**config.mk**
```make
export PLATFORM = sky130hd
export DESIGN_NAME = pmic_config_registers
export DESIGN_NICKNAME = d
export VERILOG_FILES = /design/src/pmic_cfg_pkg.sv /design/src/pmic_config_registers.sv
export SDC_FILE = /design/constraint.sdc
export NUM_CORES = 1
export LEC_CHECK = 0
export BUFFER_PORTS_ARGS = -buffer_cell sky130_fd_sc_hd__buf_2
export CORE_ASPECT_RATIO = 1.25
export CORE_MARGIN = 2
export CORE_UTILIZATION = 56
export CTS_CLUSTER_DIAMETER = 120
export DETAILED_ROUTE_END_ITERATION = 10
export PLACE_DENSITY = 0.84
export SETUP_SLACK_MARGIN = 0.15
export SLEW_MARGIN = 0
export SYNTH_ARGS = -nofsm -noshare
export SYNTH_HDL_FRONTEND = slang
export SYNTH_SLANG_ARGS = --single-unit
```
**constraint.sdc**
```tcl
create_clock -name mclk_i -period 3.1 [get_ports mclk_i]
set_clock_uncertainty 0.05 [all_clocks]
set_input_delay 0 -clock mclk_i [delete_from_list [all_inputs] [get_ports mclk_i]]
set_output_delay 0 -clock mclk_i [all_outputs]
set_load 0.005 [all_outputs]
```
**src/pmic_cfg_pkg.sv**
```systemverilog
// Constants for the two power-management configuration registers.
// Assumes a 20 MHz system clock and an external serial engine feeding subaddress accesses.
package pmic_cfg_pkg;

    // ----------------------------------------
    // Register map
    // ----------------------------------------
    localparam logic [7:0] SYS_CFG_ONE_ADDR = 8'h13;
    localparam logic [7:0] SYS_CFG_TWO_ADDR = 8'h14;
    localparam logic [7:0] SYS_CFG_ONE_RST  = 8'h4C;
    localparam logic [7:0] SYS_CFG_TWO_RST  = 8'hC0;
    localparam logic [7:0] SYS_CFG_TWO_MASK = 8'hCF;   // Bits 5-4 reserved

    // ----------------------------------------
    // Field positions, first register
    // ----------------------------------------
    localparam int HOLD_TIME_BIT     = 7;
    localparam int BUF_TYPE_BIT      = 6;
    localparam int PIN_ROLE_BIT      = 5;
    localparam int PG_DELAY_MSB      = 4;
    localparam int PG_DELAY_LSB      = 3;
    localparam int SUPERVISOR_STRICTNESS_BIT        = 2;
    localparam int UNDERVOLTAGE_LOCKOUT_THRESHOLD_MSB          = 1;
    localparam int UNDERVOLTAGE_LOCKOUT_THRESHOLD_LSB          = 0;

    // ----------------------------------------
    // Field positions, second register
    // ----------------------------------------
    localparam int CONV_RST_BIT      = 7;
    localparam int HYST_BIT          = 6;
    localparam int SW3_LIM_MSB       = 3;
    localparam int SW3_LIM_LSB       = 2;
    localparam int SW2_LIM_MSB       = 1;
    localparam int SW2_LIM_LSB       = 0;

    // ----------------------------------------
    // Timing
    // ----------------------------------------
    localparam longint CLK_HZ         = 20_000_000;
    localparam longint HOLD_SHORT_S   = 8;
    localparam longint HOLD_LONG_S    = 15;
    localparam longint PG_DLY0_MS     = 10;
    localparam longint PG_DLY1_MS     = 20;
    localparam longint PG_DLY2_MS     = 50;
    localparam longint PG_DLY3_MS     = 150;
    localparam int HOLD_SHORT_CYC     = int'(HOLD_SHORT_S * CLK_HZ);
    localparam int HOLD_LONG_CYC      = int'(HOLD_LONG_S * CLK_HZ);
    localparam int PG_DLY0_CYC        = int'(PG_DLY0_MS * CLK_HZ / 1000);
    localparam int PG_DLY1_CYC        = int'(PG_DLY1_MS * CLK_HZ / 1000);
    localparam int PG_DLY2_CYC        = int'(PG_DLY2_MS * CLK_HZ / 1000);
    localparam int PG_DLY3_CYC        = int'(PG_DLY3_MS * CLK_HZ / 1000);

    // Power-good sequencing states
    typedef enum logic [1:0] {
        PG_LOW  = 2'b00,
        PG_WAIT = 2'b01,
        PG_HIGH = 2'b10
    } pg_state_t;

endpackage

```
**src/pmic_config_registers.sv**
```systemverilog
// Two configuration registers with the pin, supervisor and power-good logic they steer.
// Assumes the serial engine presents subaddress accesses synchronous to mclk_i.
// Functional notes
// RULE1: Push-button reset needs an 8 s hold when the hold bit is 0 and 15 s when it is 1.
// RULE2: The second general output is open-drain when its buffer bit is 0, push-pull when 1.
// RULE3: With the role bit at 0 pin one is an open-drain output and output two is independent.
// RULE4: With the role bit at 1 pin one is an input whose level drives output two.
// RULE5: Power-good rises 10, 20, 50 or 150 ms after the rails are good and falls at once.
// RULE6: Strictness 1 gives tight falling limits with overvoltage watch, 0 wide limits without.
// RULE7: With the converter-reset bit at 0 pin three is a general open-drain output.
// RULE8: With the converter-reset bit at 1 pin three is a warm-reset input for converters 1, 2.
// RULE9: Switch three limit codes 0 to 3 select 100, 200, 500, 1000 mA, reset code 0.
// RULE10: Switch two limit codes 0 to 3 select 100, 200, 500, 1000 mA, reset code 0.
// RULE11: The first register sits at 0x13 and resets to 0x4C.
// RULE12: The second register sits at 0x14, resets to 0xC0 and has reserved bits 5 to 4.
// RULE13: While the converter-reset bit is 1 the pin three level bit is ignored.
// RULE14: Reserved bits of the second register read zero and ignore writes.
module pmic_config_registers
#(
    parameter int HOLD_SHORT = pmic_cfg_pkg::HOLD_SHORT_CYC,
    parameter int HOLD_LONG  = pmic_cfg_pkg::HOLD_LONG_CYC,
    parameter int PG_DLY0    = pmic_cfg_pkg::PG_DLY0_CYC,
    parameter int PG_DLY1    = pmic_cfg_pkg::PG_DLY1_CYC,
    parameter int PG_DLY2    = pmic_cfg_pkg::PG_DLY2_CYC,
    parameter int PG_DLY3    = pmic_cfg_pkg::PG_DLY3_CYC
)
(
    input  wire logic       mclk_i,
    input  wire logic       nrst_i,
    input  wire logic [7:0] reg_addr_i,
    input  wire logic       reg_wr_i,
    input  wire logic [7:0] reg_wdata_i,
    input  wire logic       reg_rd_i,
    output logic      [7:0] reg_rdata_o,
    input  wire logic       button_held_i,
    output logic            button_reset_o,
    input  wire logic       rails_ok_i,
    output logic            power_good_o,
    input  wire logic       out_one_level_i,
    input  wire logic       out_two_level_i,
    input  wire logic       out_three_level_i,
    input  wire logic       io_pin_one_i,
    output logic            io_pin_one_o,
    output logic            io_pin_one_oe_o,
    output logic            general_out_two_o,
    output logic            general_out_two_oe_o,
    input  wire logic       io_pin_three_i,
    output logic            io_pin_three_o,
    output logic            io_pin_three_oe_o,
    output logic            converter_warm_reset_o,
    output logic            tight_limits_o,
    output logic            overvoltage_watch_o,
    output logic      [1:0] undervoltage_lockout_threshold_o,
    output logic            lockout_hysteresis_sel_o,
    output logic      [1:0] switch_three_limit_sel_o,
    output logic      [1:0] switch_two_limit_sel_o
);
    import pmic_cfg_pkg::*;
    logic [7:0]  cfg_one_q, cfg_one_d, cfg_two_q, cfg_two_d, rdata_d;
    logic [31:0] hold_cnt_q, hold_cnt_d, pg_cnt_q, pg_cnt_d, hold_lim, pg_lim;
    logic        fired_q, fired_d, btn_rst_d, pg_d;
    pg_state_t   pg_q, pg_d_st;
    logic        p1_o_d, p1_oe_d, g2_o_d, g2_oe_d, g2_lvl, p3_o_d, p3_oe_d, wrst_d;

    // ----------------------------------------
    // Register file
    // ----------------------------------------
    // Write decode and read mux
    always_comb
    begin
        cfg_one_d = cfg_one_q;
        cfg_two_d = cfg_two_q;
        rdata_d   = reg_rdata_o;
        // RULE11: first register decode
        if (reg_wr_i && reg_addr_i == SYS_CFG_ONE_ADDR)
            cfg_one_d = reg_wdata_i;
        // RULE14: reserved bits masked
        if (reg_wr_i && reg_addr_i == SYS_CFG_TWO_ADDR)
            cfg_two_d = reg_wdata_i & SYS_CFG_TWO_MASK;
        if (reg_rd_i)
        begin
            unique case (reg_addr_i)
                SYS_CFG_ONE_ADDR: rdata_d = cfg_one_q;
                SYS_CFG_TWO_ADDR: rdata_d = cfg_two_q & SYS_CFG_TWO_MASK;
                default:          rdata_d = 8'h00;   // Unmapped reads as zero
            endcase
        end
    end
    // Register storage
    always_ff @(posedge mclk_i)
    begin
        // RULE12: reset values
        if (!nrst_i)
        begin
            cfg_one_q   <= SYS_CFG_ONE_RST;
            cfg_two_q   <= SYS_CFG_TWO_RST;
            reg_rdata_o <= 8'h00;
        end
        else
        begin
            cfg_one_q   <= cfg_one_d;
            cfg_two_q   <= cfg_two_d;
            reg_rdata_o <= rdata_d;
        end
    end

    // ----------------------------------------
    // Push-button hold timer
    // ----------------------------------------
    // Count while held, one pulse per press
    always_comb
    begin
        // RULE1: hold time select
        hold_lim   = cfg_one_q[HOLD_TIME_BIT] ? 32'(HOLD_LONG) : 32'(HOLD_SHORT);
        hold_cnt_d = 32'h0000_0000;
        fired_d    = 1'b0;
        btn_rst_d  = 1'b0;
        if (button_held_i)
        begin
            fired_d    = fired_q;
            hold_cnt_d = hold_cnt_q;
            if (!fired_q)
            begin
                if (hold_cnt_q >= hold_lim - 32'h0000_0001)
                begin
                    btn_rst_d = 1'b1;
                    fired_d   = 1'b1;
                end
                else
                    hold_cnt_d = hold_cnt_q + 32'h0000_0001;
            end
        end
    end

    // ----------------------------------------
    // Power-good delay
    // ----------------------------------------
    // Delay on rise only
    always_comb
    begin
        unique case (cfg_one_q[PG_DELAY_MSB:PG_DELAY_LSB])
            2'h0: pg_lim = 32'(PG_DLY0);
            2'h1: pg_lim = 32'(PG_DLY1);
            2'h2: pg_lim = 32'(PG_DLY2);
            2'h3: pg_lim = 32'(PG_DLY3);
        endcase
        pg_d_st  = pg_q;
        pg_cnt_d = 32'h0000_0000;
        pg_d     = 1'b0;
        // RULE5: falling edge is immediate
        if (!rails_ok_i)
            pg_d_st = PG_LOW;
        else
        begin
            unique case (pg_q)
                PG_LOW:  pg_d_st = PG_WAIT;
                PG_WAIT:
                begin
                    if (pg_cnt_q >= pg_lim - 32'h0000_0001)
                    begin
                        pg_d_st = PG_HIGH;
                        pg_d    = 1'b1;
                    end
                    else
                        pg_cnt_d = pg_cnt_q + 32'h0000_0001;
                end
                PG_HIGH: pg_d = 1'b1;
                default: pg_d_st = PG_LOW;
            endcase
        end
    end

    // ----------------------------------------
    // Pin control
    // ----------------------------------------
    // Pin roles and buffer types
    always_comb
    begin
        // RULE3: pin one as open-drain output
        p1_o_d  = 1'b0;
        p1_oe_d = !out_one_level_i;
        g2_lvl  = out_two_level_i;
        // RULE4: pin one drives output two
        if (cfg_one_q[PIN_ROLE_BIT])
        begin
            p1_oe_d = 1'b0;
            g2_lvl  = io_pin_one_i;
        end
        // RULE2: open-drain or push-pull
        g2_o_d  = cfg_one_q[BUF_TYPE_BIT] ? g2_lvl : 1'b0;
        g2_oe_d = cfg_one_q[BUF_TYPE_BIT] ? 1'b1 : !g2_lvl;
        // RULE7: pin three general output
        p3_o_d  = 1'b0;
        p3_oe_d = !out_three_level_i;
        wrst_d  = 1'b0;
        // RULE8: warm-reset input, RULE13: level ignored
        if (cfg_two_q[CONV_RST_BIT])
        begin
            p3_oe_d = 1'b0;
            wrst_d  = !io_pin_three_i;
        end
    end
    // Timers, sequencing and pin registers
    always_ff @(posedge mclk_i)
    begin
        if (!nrst_i)
        begin
            hold_cnt_q             <= 32'h0000_0000;
            fired_q                <= 1'b0;
            button_reset_o         <= 1'b0;
            pg_q                   <= PG_LOW;
            pg_cnt_q               <= 32'h0000_0000;
            power_good_o           <= 1'b0;
            io_pin_one_o           <= 1'b0;
            io_pin_one_oe_o        <= 1'b0;
            general_out_two_o      <= 1'b0;
            general_out_two_oe_o   <= 1'b0;
            io_pin_three_o         <= 1'b0;
            io_pin_three_oe_o      <= 1'b0;
            converter_warm_reset_o <= 1'b0;
        end
        else
        begin
            hold_cnt_q             <= hold_cnt_d;
            fired_q                <= fired_d;
            button_reset_o         <= btn_rst_d;
            pg_q                   <= pg_d_st;
            pg_cnt_q               <= pg_cnt_d;
            power_good_o           <= pg_d;
            io_pin_one_o           <= p1_o_d;
            io_pin_one_oe_o        <= p1_oe_d;
            general_out_two_o      <= g2_o_d;
            general_out_two_oe_o   <= g2_oe_d;
            io_pin_three_o         <= p3_o_d;
            io_pin_three_oe_o      <= p3_oe_d;
            converter_warm_reset_o <= wrst_d;
        end
    end

    // ----------------------------------------
    // Field outputs
    // ----------------------------------------
    // RULE6: strictness drives limits and overvoltage watch
    assign tight_limits_o                   = cfg_one_q[SUPERVISOR_STRICTNESS_BIT];
    assign overvoltage_watch_o              = cfg_one_q[SUPERVISOR_STRICTNESS_BIT];
    assign undervoltage_lockout_threshold_o = cfg_one_q[UNDERVOLTAGE_LOCKOUT_THRESHOLD_MSB:UNDERVOLTAGE_LOCKOUT_THRESHOLD_LSB];
    assign lockout_hysteresis_sel_o         = cfg_two_q[HYST_BIT];
    // RULE9: switch three limit code
    assign switch_three_limit_sel_o         = cfg_two_q[SW3_LIM_MSB:SW3_LIM_LSB];
    // RULE10: switch two limit code
    assign switch_two_limit_sel_o           = cfg_two_q[SW2_LIM_MSB:SW2_LIM_LSB];

    // ----------------------------------------
    // Assertions
    // ----------------------------------------
    property p_reset_vals;
        @(posedge mclk_i) $rose(nrst_i) |-> cfg_one_q == SYS_CFG_ONE_RST
            && cfg_two_q == SYS_CFG_TWO_RST;
    endproperty
    a_reset_vals: assert property (p_reset_vals) else $error("bad reset value"); // RULE11
    property p_pg_fall;
        @(posedge mclk_i) disable iff (!nrst_i) !rails_ok_i |=> !power_good_o;
    endproperty
    a_pg_fall: assert property (p_pg_fall) else $error("power good late fall"); // RULE5
    property p_pg_rise;
        @(posedge mclk_i) disable iff (!nrst_i)
            $rose(power_good_o) |-> $past(pg_cnt_q) == $past(pg_lim) - 32'h0000_0001;
    endproperty
    a_pg_rise: assert property (p_pg_rise) else $error("power good early"); // RULE5
    property p_od_two;
        @(posedge mclk_i) disable iff (!nrst_i)
            !cfg_one_q[BUF_TYPE_BIT] ##1 general_out_two_oe_o |-> !general_out_two_o;
    endproperty
    a_od_two: assert property (p_od_two) else $error("open-drain drove high"); // RULE2
    property p_pp_two;
        @(posedge mclk_i) disable iff (!nrst_i) cfg_one_q[BUF_TYPE_BIT] |=> general_out_two_oe_o;
    endproperty
    a_pp_two: assert property (p_pp_two) else $error("push-pull not driven"); // RULE2
    property p_pin_one_in;
        @(posedge mclk_i) disable iff (!nrst_i)
            cfg_one_q[PIN_ROLE_BIT] && cfg_one_q[BUF_TYPE_BIT] |=>
                !io_pin_one_oe_o && general_out_two_o == $past(io_pin_one_i);
    endproperty
    a_pin_one_in: assert property (p_pin_one_in) else $error("pin one not steering"); // RULE4
    property p_pin_three;
        @(posedge mclk_i) disable iff (!nrst_i) cfg_two_q[CONV_RST_BIT] |=>
            !io_pin_three_oe_o && converter_warm_reset_o == !$past(io_pin_three_i);
    endproperty
    a_pin_three: assert property (p_pin_three) else $error("pin three misused"); // RULE13
    property p_rsvd_read;
        @(posedge mclk_i) disable iff (!nrst_i)
            reg_rd_i && reg_addr_i == SYS_CFG_TWO_ADDR |=> reg_rdata_o[5:4] == 2'h0;
    endproperty
    a_rsvd_read: assert property (p_rsvd_read) else $error("reserved bits set"); // RULE14
    property p_btn_pulse;
        @(posedge mclk_i) disable iff (!nrst_i) button_reset_o |=> !button_reset_o;
    endproperty
    a_btn_pulse: assert property (p_btn_pulse) else $error("reset pulse repeated"); // RULE1

endmodule

```
==> results.md, run 1 <==
- Status: finished clean
- Initial antenna violation count: 0
- Setup TNS: 0 ns
- Final slew viol count: 0
- Worst setup path end: pg_q[0]$_SDFFE_PN0P_
- Die area: 0.00932 sq mm
- DR pass1 iterations: 4
- Ys async rst share: 0
- Layout fillers: 665
- Most common cell after layout, fill and taps aside: dfxtp_1
- PD cells: 384 mW/mm^2
- Final wirelength: 11400 microns
- Critical path type: reg2reg
- Share of cells above drive strength 1: 0.148
- Final Net Count: 681
- Buffer depth of the longest clock path: 2
- R2R cell count: 9
- Final period util: 0.916
- Register bit total from synthesis: 96
- Met1 usage: 0.275
- Met3 Use GR: 0.0552
- Crit path DAT: 3.10 ns
- DRC: 0
- Initial cell density of the core: 0.578
- Antenna cells: 0
- First-pass GRT wire length: 18700 microns
- Chip width: 86.7 microns
- Post-route cell area: 0.00552 sq mm
- Placer congestion estimate: 0.934
- Cell variety after synth: 64
- Unrepaired setup endpoints after global routing: true
- Antenna-violating nets left: 0
- Final setup violation count: 0
- Pleak: 2.21 nW
- Placed Instance Area: 0.00511 sq mm
- Vias in the first global route: 4248
- CTS root buffer: clkbuf_8
- Commonest non-fill, non-tap cells in the layout: dfxtp_1 (94), nand2_1 (59), buf_2 (50)
- GRT busiest layer: met2
- Total congestion overflow: 0
- CTS sink count: 96
- Port bufs: 50
- Area Growth Syn to Fin: 15.1%
- Post-Syn Area per Cell: 8.78 sq um
- Max Freq: 0.352 GHz
- Post-DR wirelength/cell: 15.8 microns
- Maximum vdd ir drop: 0.000384 V
- CTS tree: built
- M2 GR Usage: 0.443
- Final Hold Viols: 0
- Die Ht: 107 microns
- Site Rows: 37
- R2r setup slk: 0.26 ns
- YS warnings: 0
- CTS buffer count: 9
- Total core area: 0.00829 sq mm
- H-tree depth: 3
- Hold path startpoint: nrst_i
- Crit-path max FO: 5
- Synthesized area: 0.00479 sq mm
- EDFF count, synth: 0
- Hold_ws: 0.0304 ns
- Detail Placement HPWL: 7780 microns
- CP required: 3.36 ns
- GRT Total Usage: 0.250
- Post-synthesis sequential area ratio: 0.401
- I/O pin count: 53
- Worst skew pair latency: 0.37 ns
- RR Endpoint: pg_q[0]$_SDFFE_PN0P_
- Ys flop type: dfxtp_1
- Fin crit period: 2.84 ns
- Iteration-0 DRC count of the detailed router: 153
- FF-to-FF Start: cfg_one_q[3]$_SDFFE_PN1P_
- Worst-margin pin slew: 0.717 ns
- Slew margin rel.: 0.521
- HP Class: in2reg
- Worst Setup SP: cfg_one_q[3]$_SDFFE_PN1P_
- Syn Inst Count: 546
- Clk slew on worst S/H paths: 0.10 ns
- Startpoint types: flip-flop
- Via count: 4341
- CP endpoint kind: flip-flop
- MaxCap Viol Count: 0
- Largest net degree at the start of global routing: 38
- Via density: 6.03
synth_stat cells (2+ instances only):
library cell | number | area share
dfxtp_1 | 96 | 0.40
nand2_1 | 59 | 0.046
nor2_1 | 49 | 0.038
nand3_1 | 37 | 0.039
ha_1 | 36 | 0.094
a21oi_1 | 27 | 0.028
inv_1 | 19 | 0.015
or4_1 | 19 | 0.030
xor2_1 | 17 | 0.031
nand4_1 | 15 | 0.020
clkbuf_1 | 13 | 0.010
o21ai_0 | 12 | 0.013
o31ai_1 | 12 | 0.019
a21boi_0 | 11 | 0.017
and3_1 | 9 | 0.012
buf_4 | 9 | 0.014
xnor2_1 | 9 | 0.016
nor4_1 | 7 | 0.0091
or3_1 | 7 | 0.0091
a22oi_1 | 6 | 0.0094
and4_1 | 6 | 0.011
nor3_1 | 6 | 0.0063
o211a_1 | 6 | 0.013
buf_2 | 3 | 0.0031
nand2b_1 | 3 | 0.0039
nand4b_1 | 3 | 0.0055
nor3b_1 | 3 | 0.0047
o211ai_1 | 3 | 0.0047
a2111oi_0 | 2 | 0.0037
a31oi_1 | 2 | 0.0026
buf_6 | 2 | 0.0047
conb_1 | 2 | 0.0016
nand3b_1 | 2 | 0.0031
o2111a_1 | 2 | 0.0047
o21ai_1 | 2 | 0.0021
or2_2 | 2 | 0.0026
timing repair:
action / 4_1_cts / 5_1_grt
endpoints found under the hold margin: 27 / 0
setup buffers: 0 / 1
resized for setup: 1 / 6
hold buffers: 17 / 0
cloned: 0 / 2
setup endpoints to repair: 10 / 38
how the worst min path moves through the flow:
| stage | slack, ns | end | cells after the start |
|---|---|---|---|
| after floorplan | 0.03 | io_pin_one_oe_o$_SDFF_PP0_ | 1 |
| after CTS | 0.008 | cfg_one_q[2]$_SDFFE_PN1P_ | 3 |
| after global placement | 0.11 | io_pin_one_oe_o$_SDFF_PP0_ | 2 |
| final | 0.03 | cfg_one_q[2]$_SDFFE_PN1P_ | 3 |
| after global routing | 0.03 | cfg_one_q[2]$_SDFFE_PN1P_ | 3 |
| after detailed placement | 0.12 | io_pin_one_oe_o$_SDFF_PP0_ | 2 |
worst max-delay path, stage by stage (launching register included):
cell and delay, ns:
dfxtp_1 0.43, ha_1 0.21, inv_1 0.10, ha_1 0.29, or4bb_1 0.49, nor4_4 0.36, and4_1 0.28, a2111oi_0 0.09
or3b_1 0.36, a21oi_1 0.11
routing by layer:
layer | share of wire | vias to the layer above
met5 | 0 | -
met4 | 0.040 | 0
met3 | 0.038 | 41
met2 | 0.53 | 125
met1 | 0.39 | 2065
li1 | - | 2110
power by group:
group          total (W)  internal [W]  switching [W]
Sequential       0.00125       0.00125     0.00000651
Clock           0.000764      0.000318       0.000446
Combinational  0.0000980     0.0000488      0.0000493
area by class of cell:
type                            count  area (sq um)  area share
Clock inverter                      5          40.0     0.00726
Sequential cell                    96          1920       0.349
Timing Repair Buffer               76           488      0.0884
Multi-Input combinational cell    416          2730       0.495
Inverter                           19          71.3      0.0129
Tap cell                           97           121      0.0220
Clock buffer                       11           141      0.0256
state kept, by name, summed over array words and instances, names as in the netlist:
signal	flops
fired_q	1
cfg_two_q	6
cfg_one_q	8
io_pin_one_oe_o	1
pg_q	2
general_out_two_o	1
power_good_o	1
general_out_two_oe_o	1
converter_warm_reset_o	1
hold_cnt_q	32
io_pin_three_oe_o	1
pg_cnt_q	32
button_reset_o	1
reg_rdata_o	8
through the flow:
| step | total power, W | util | setup WS (ns) | cells |
|---|---|---|---|---|
| after global placement | 0.00136 | 0.617 | 0.250 | 684 |
| after CTS | 0.00213 | 0.660 | 0.214 | 717 |
| final | 0.00212 | 0.666 | 0.260 | 720 |
| after detailed placement | 0.00136 | 0.617 | 0.124 | 684 |
| after floorplan | 0.00132 | - | 0.341 | 557 |
| after global routing | 0.00221 | 0.666 | 0.00892 | 720 |
cell families (layout without fill, tap and decap cells):
logic type / count (synthesis) / after routing / share of synthesized area
mux: 1 / 1 / 0.00235
xor+xnor: 26 / 26 / 0.0475
compound gates: 98 / 98 / 0.140
fa+ha+maj: 36 / 36 / 0.0940
buf+inv: 47 / 111 / 0.0478
simple gates: 240 / 242 / 0.266
other cells: 2 / 13 / 0.00157
flops: 96 / 96 / 0.401
No activity file was read; power rests on OpenSTA's default activity.
==> run 2, diff against run 1 <==
CTS_BUF_LIST = sky130_fd_sc_hd__clkbuf_8   (was default)
==> results.md, run 2 (synthesized netlist as in run 1, its figures left out) <==
- Die area: 0.00932 sq mm (unchanged)
- Placer congestion estimate: 0.934 (unchanged)
- Clk slew on worst S/H paths: 0.10 ns (about the same)
- Antenna cells: 0 (unchanged)
- Initial cell density of the core: 0.578 (unchanged)
- Unrepaired setup endpoints after global routing: true
- CP endpoint kind: flip-flop
- I/O pin count: 53 (unchanged)
- CP cell instances: ha_1 -> inv_1 -> ha_1 -> or4bb_1 -> nor4_4 -> and4_1 -> a2111oi_0 -> or3b_1 -> a21oi_1
- Buffer depth of the longest clock path: 2 (unchanged)
- GRT Total Usage: 0.250 (unchanged)
- CTS root buffer: clkbuf_8
- CTS buffer count: 9 (unchanged)
- R2R cell count: 9 (unchanged)
- Status: finished clean
- H-tree depth: 3 (unchanged)
- Hold path startpoint: nrst_i
- Area Growth Syn to Fin: 15.1% (unchanged)
- Setup TNS: 0 ns (unchanged)
- MaxCap Viol Count: 0 (unchanged)
- FF-to-FF Start: cfg_one_q[3]$_SDFFE_PN1P_
- Final Hold Viols: 0 (unchanged)
- Total core area: 0.00829 sq mm (unchanged)
- Total congestion overflow: 0 (unchanged)
- Worst slack at placement: 0.124 ns (unchanged)
- Worst-margin pin slew: 0.717 ns (unchanged)
- Slack of the critical path: 0.260 ns (unchanged)
- Vias in the first global route: 4248 (unchanged)
- First-pass GRT wire length: 18700 microns (unchanged)
- Post-route cell area: 0.00552 sq mm (unchanged)
- CTS tree: built
- Final period util: 0.916 (unchanged)
- Post-DR wirelength/cell: 15.8 microns (unchanged)
- CTS sink count: 96 (unchanged)
- Commonest non-fill, non-tap cells in the layout: dfxtp_1 (94), nand2_1 (59), buf_2 (50)
- Hold_ws: 0.0301 ns (-0.000337 ns)
- Crit path DAT: 3.10 ns (about the same)
- Initial antenna violation count: 0 (unchanged)
- Iteration-0 DRC count of the detailed router: 153 (unchanged)
- Via count: 4341 (unchanged)
- Maximum vdd ir drop: 0.000384 V (about the same)
- Via density: 6.03 (unchanged)
- Max incr delay on CP: 0.49 ns (about the same)
- Layout fillers: 665 (unchanged)
- Site Rows: 37 (unchanged)
- Chip width: 86.7 microns (unchanged)
- Slew margin rel.: 0.521 (unchanged)
- Share of cells above drive strength 1: 0.148 (unchanged)
- Startpoint types: flip-flop
- CP required: 3.36 ns (about the same)
- HP Class: in2reg
- Antenna-violating nets left: 0 (unchanged)
- Hold Crit Depth: 3 (unchanged)
- PD cells: 383 mW/mm^2 (-0.14%)
- Worst Setup SP: cfg_one_q[3]$_SDFFE_PN1P_
- Fin crit period: 2.84 ns (unchanged)
- Critical path type: reg2reg
- Final wirelength: 11400 microns (unchanged)
- Largest net degree at the start of global routing: 38 (unchanged)
- R2r setup slk: 0.26 ns (about the same)
- Pleak: 2.22 nW (+0.19%)
- Die Ht: 107 microns (unchanged)
- Final Net Count: 681 (unchanged)
- Crit-path max FO: 5 (unchanged)
- Final setup violation count: 0 (unchanged)
- DRC: 0 (unchanged)
- Final slew viol count: 0 (unchanged)
- Most common cell after layout, fill and taps aside: dfxtp_1
- Most common cell on crit path: ha_1
- DR pass1 iterations: 4 (unchanged)
- Max Freq: 0.352 GHz (unchanged)
- Placed Instance Area: 0.00511 sq mm (unchanged)
- Port bufs: 50 (unchanged)
- Slowest cell on crit path: or4bb_1
- Top flop regs: hold_cnt_q: 32 flops, pg_cnt_q: 32 flops
- Detail Placement HPWL: 7780 microns (unchanged)
- Worst skew pair latency: 0.37 ns (about the same)
## run 2: cell count changes in the layout (fill, tap and decap cells not counted)
cell,delta
clkbuf_1,-1
inv_1,+1
## run 2: worst paths after layout
kind	to
worst max-delay path	pg_q[0]$_SDFFE_PN0P_
worst min-delay path	cfg_one_q[2]$_SDFFE_PN1P_
worst max register to register	pg_q[0]$_SDFFE_PN0P_
worst min register to register	pg_cnt_q[0]$_SDFF_PP0_
## run 2: final cells by class
| class | instances | area (sq um) | area share |
|---|---|---|---|
| multi-input cells | 416 | 2730 | 0.495 |
| flip-flops and latches | 96 | 1920 | 0.349 |
| repair buffers | 76 | 488 | 0.0884 |
| clock buffers | 10 | 138 | 0.0249 |
| well taps | 97 | 121 | 0.0220 |
| inverters | 19 | 71.3 | 0.0129 |
| clock inverters | 6 | 43.8 | 0.00794 |
## run 2: stage by stage
step | utilization | cells | power [W]
final | 0.666 | 720 | 0.00211
after global routing | 0.666 | 720 | 0.00220
after CTS | 0.660 | 717 | 0.00212
after detailed placement | 0.617 | 684 | 0.00136
after global placement | 0.617 | 684 | 0.00136
after floorplan | - | 557 | 0.00132
## run 2: critical path, delay by kind of cell (launching register included)
kind                       cells  cell delay (ns)
and+or+nand+nor                4             1.49
AOI/OAI and AO/OA              2             0.20
DFF                            1             0.43
adders and majority gates      2             0.50
buffers and inverters          1             0.10
## run 2: repair_timing
action / CTS / global route
hold buffers: 17 / 0
endpoints found under the setup margin: 10 / 38
buffers inserted: 0 / 1
gates cloned: 0 / 2
endpoints found under the hold margin: 27 / 0
gates resized for setup: 1 / 6
## run 2: power breakdown
group	switching (W)	internal, W
Combinational	0.0000493	0.0000488
Clock	0.000446	0.000315
Sequential	0.00000651	0.00125
## run 2: routing by layer
metal / vias to the layer above / GRT usage / wire [microns]
met1: 2065 / 0.275 / 4440
met5: - / 0 / 0
met2: 125 / 0.443 / 6040
li1: 2110 / - / -
met3: 41 / 0.0552 / 435
met4: 0 / 0.133 / 454
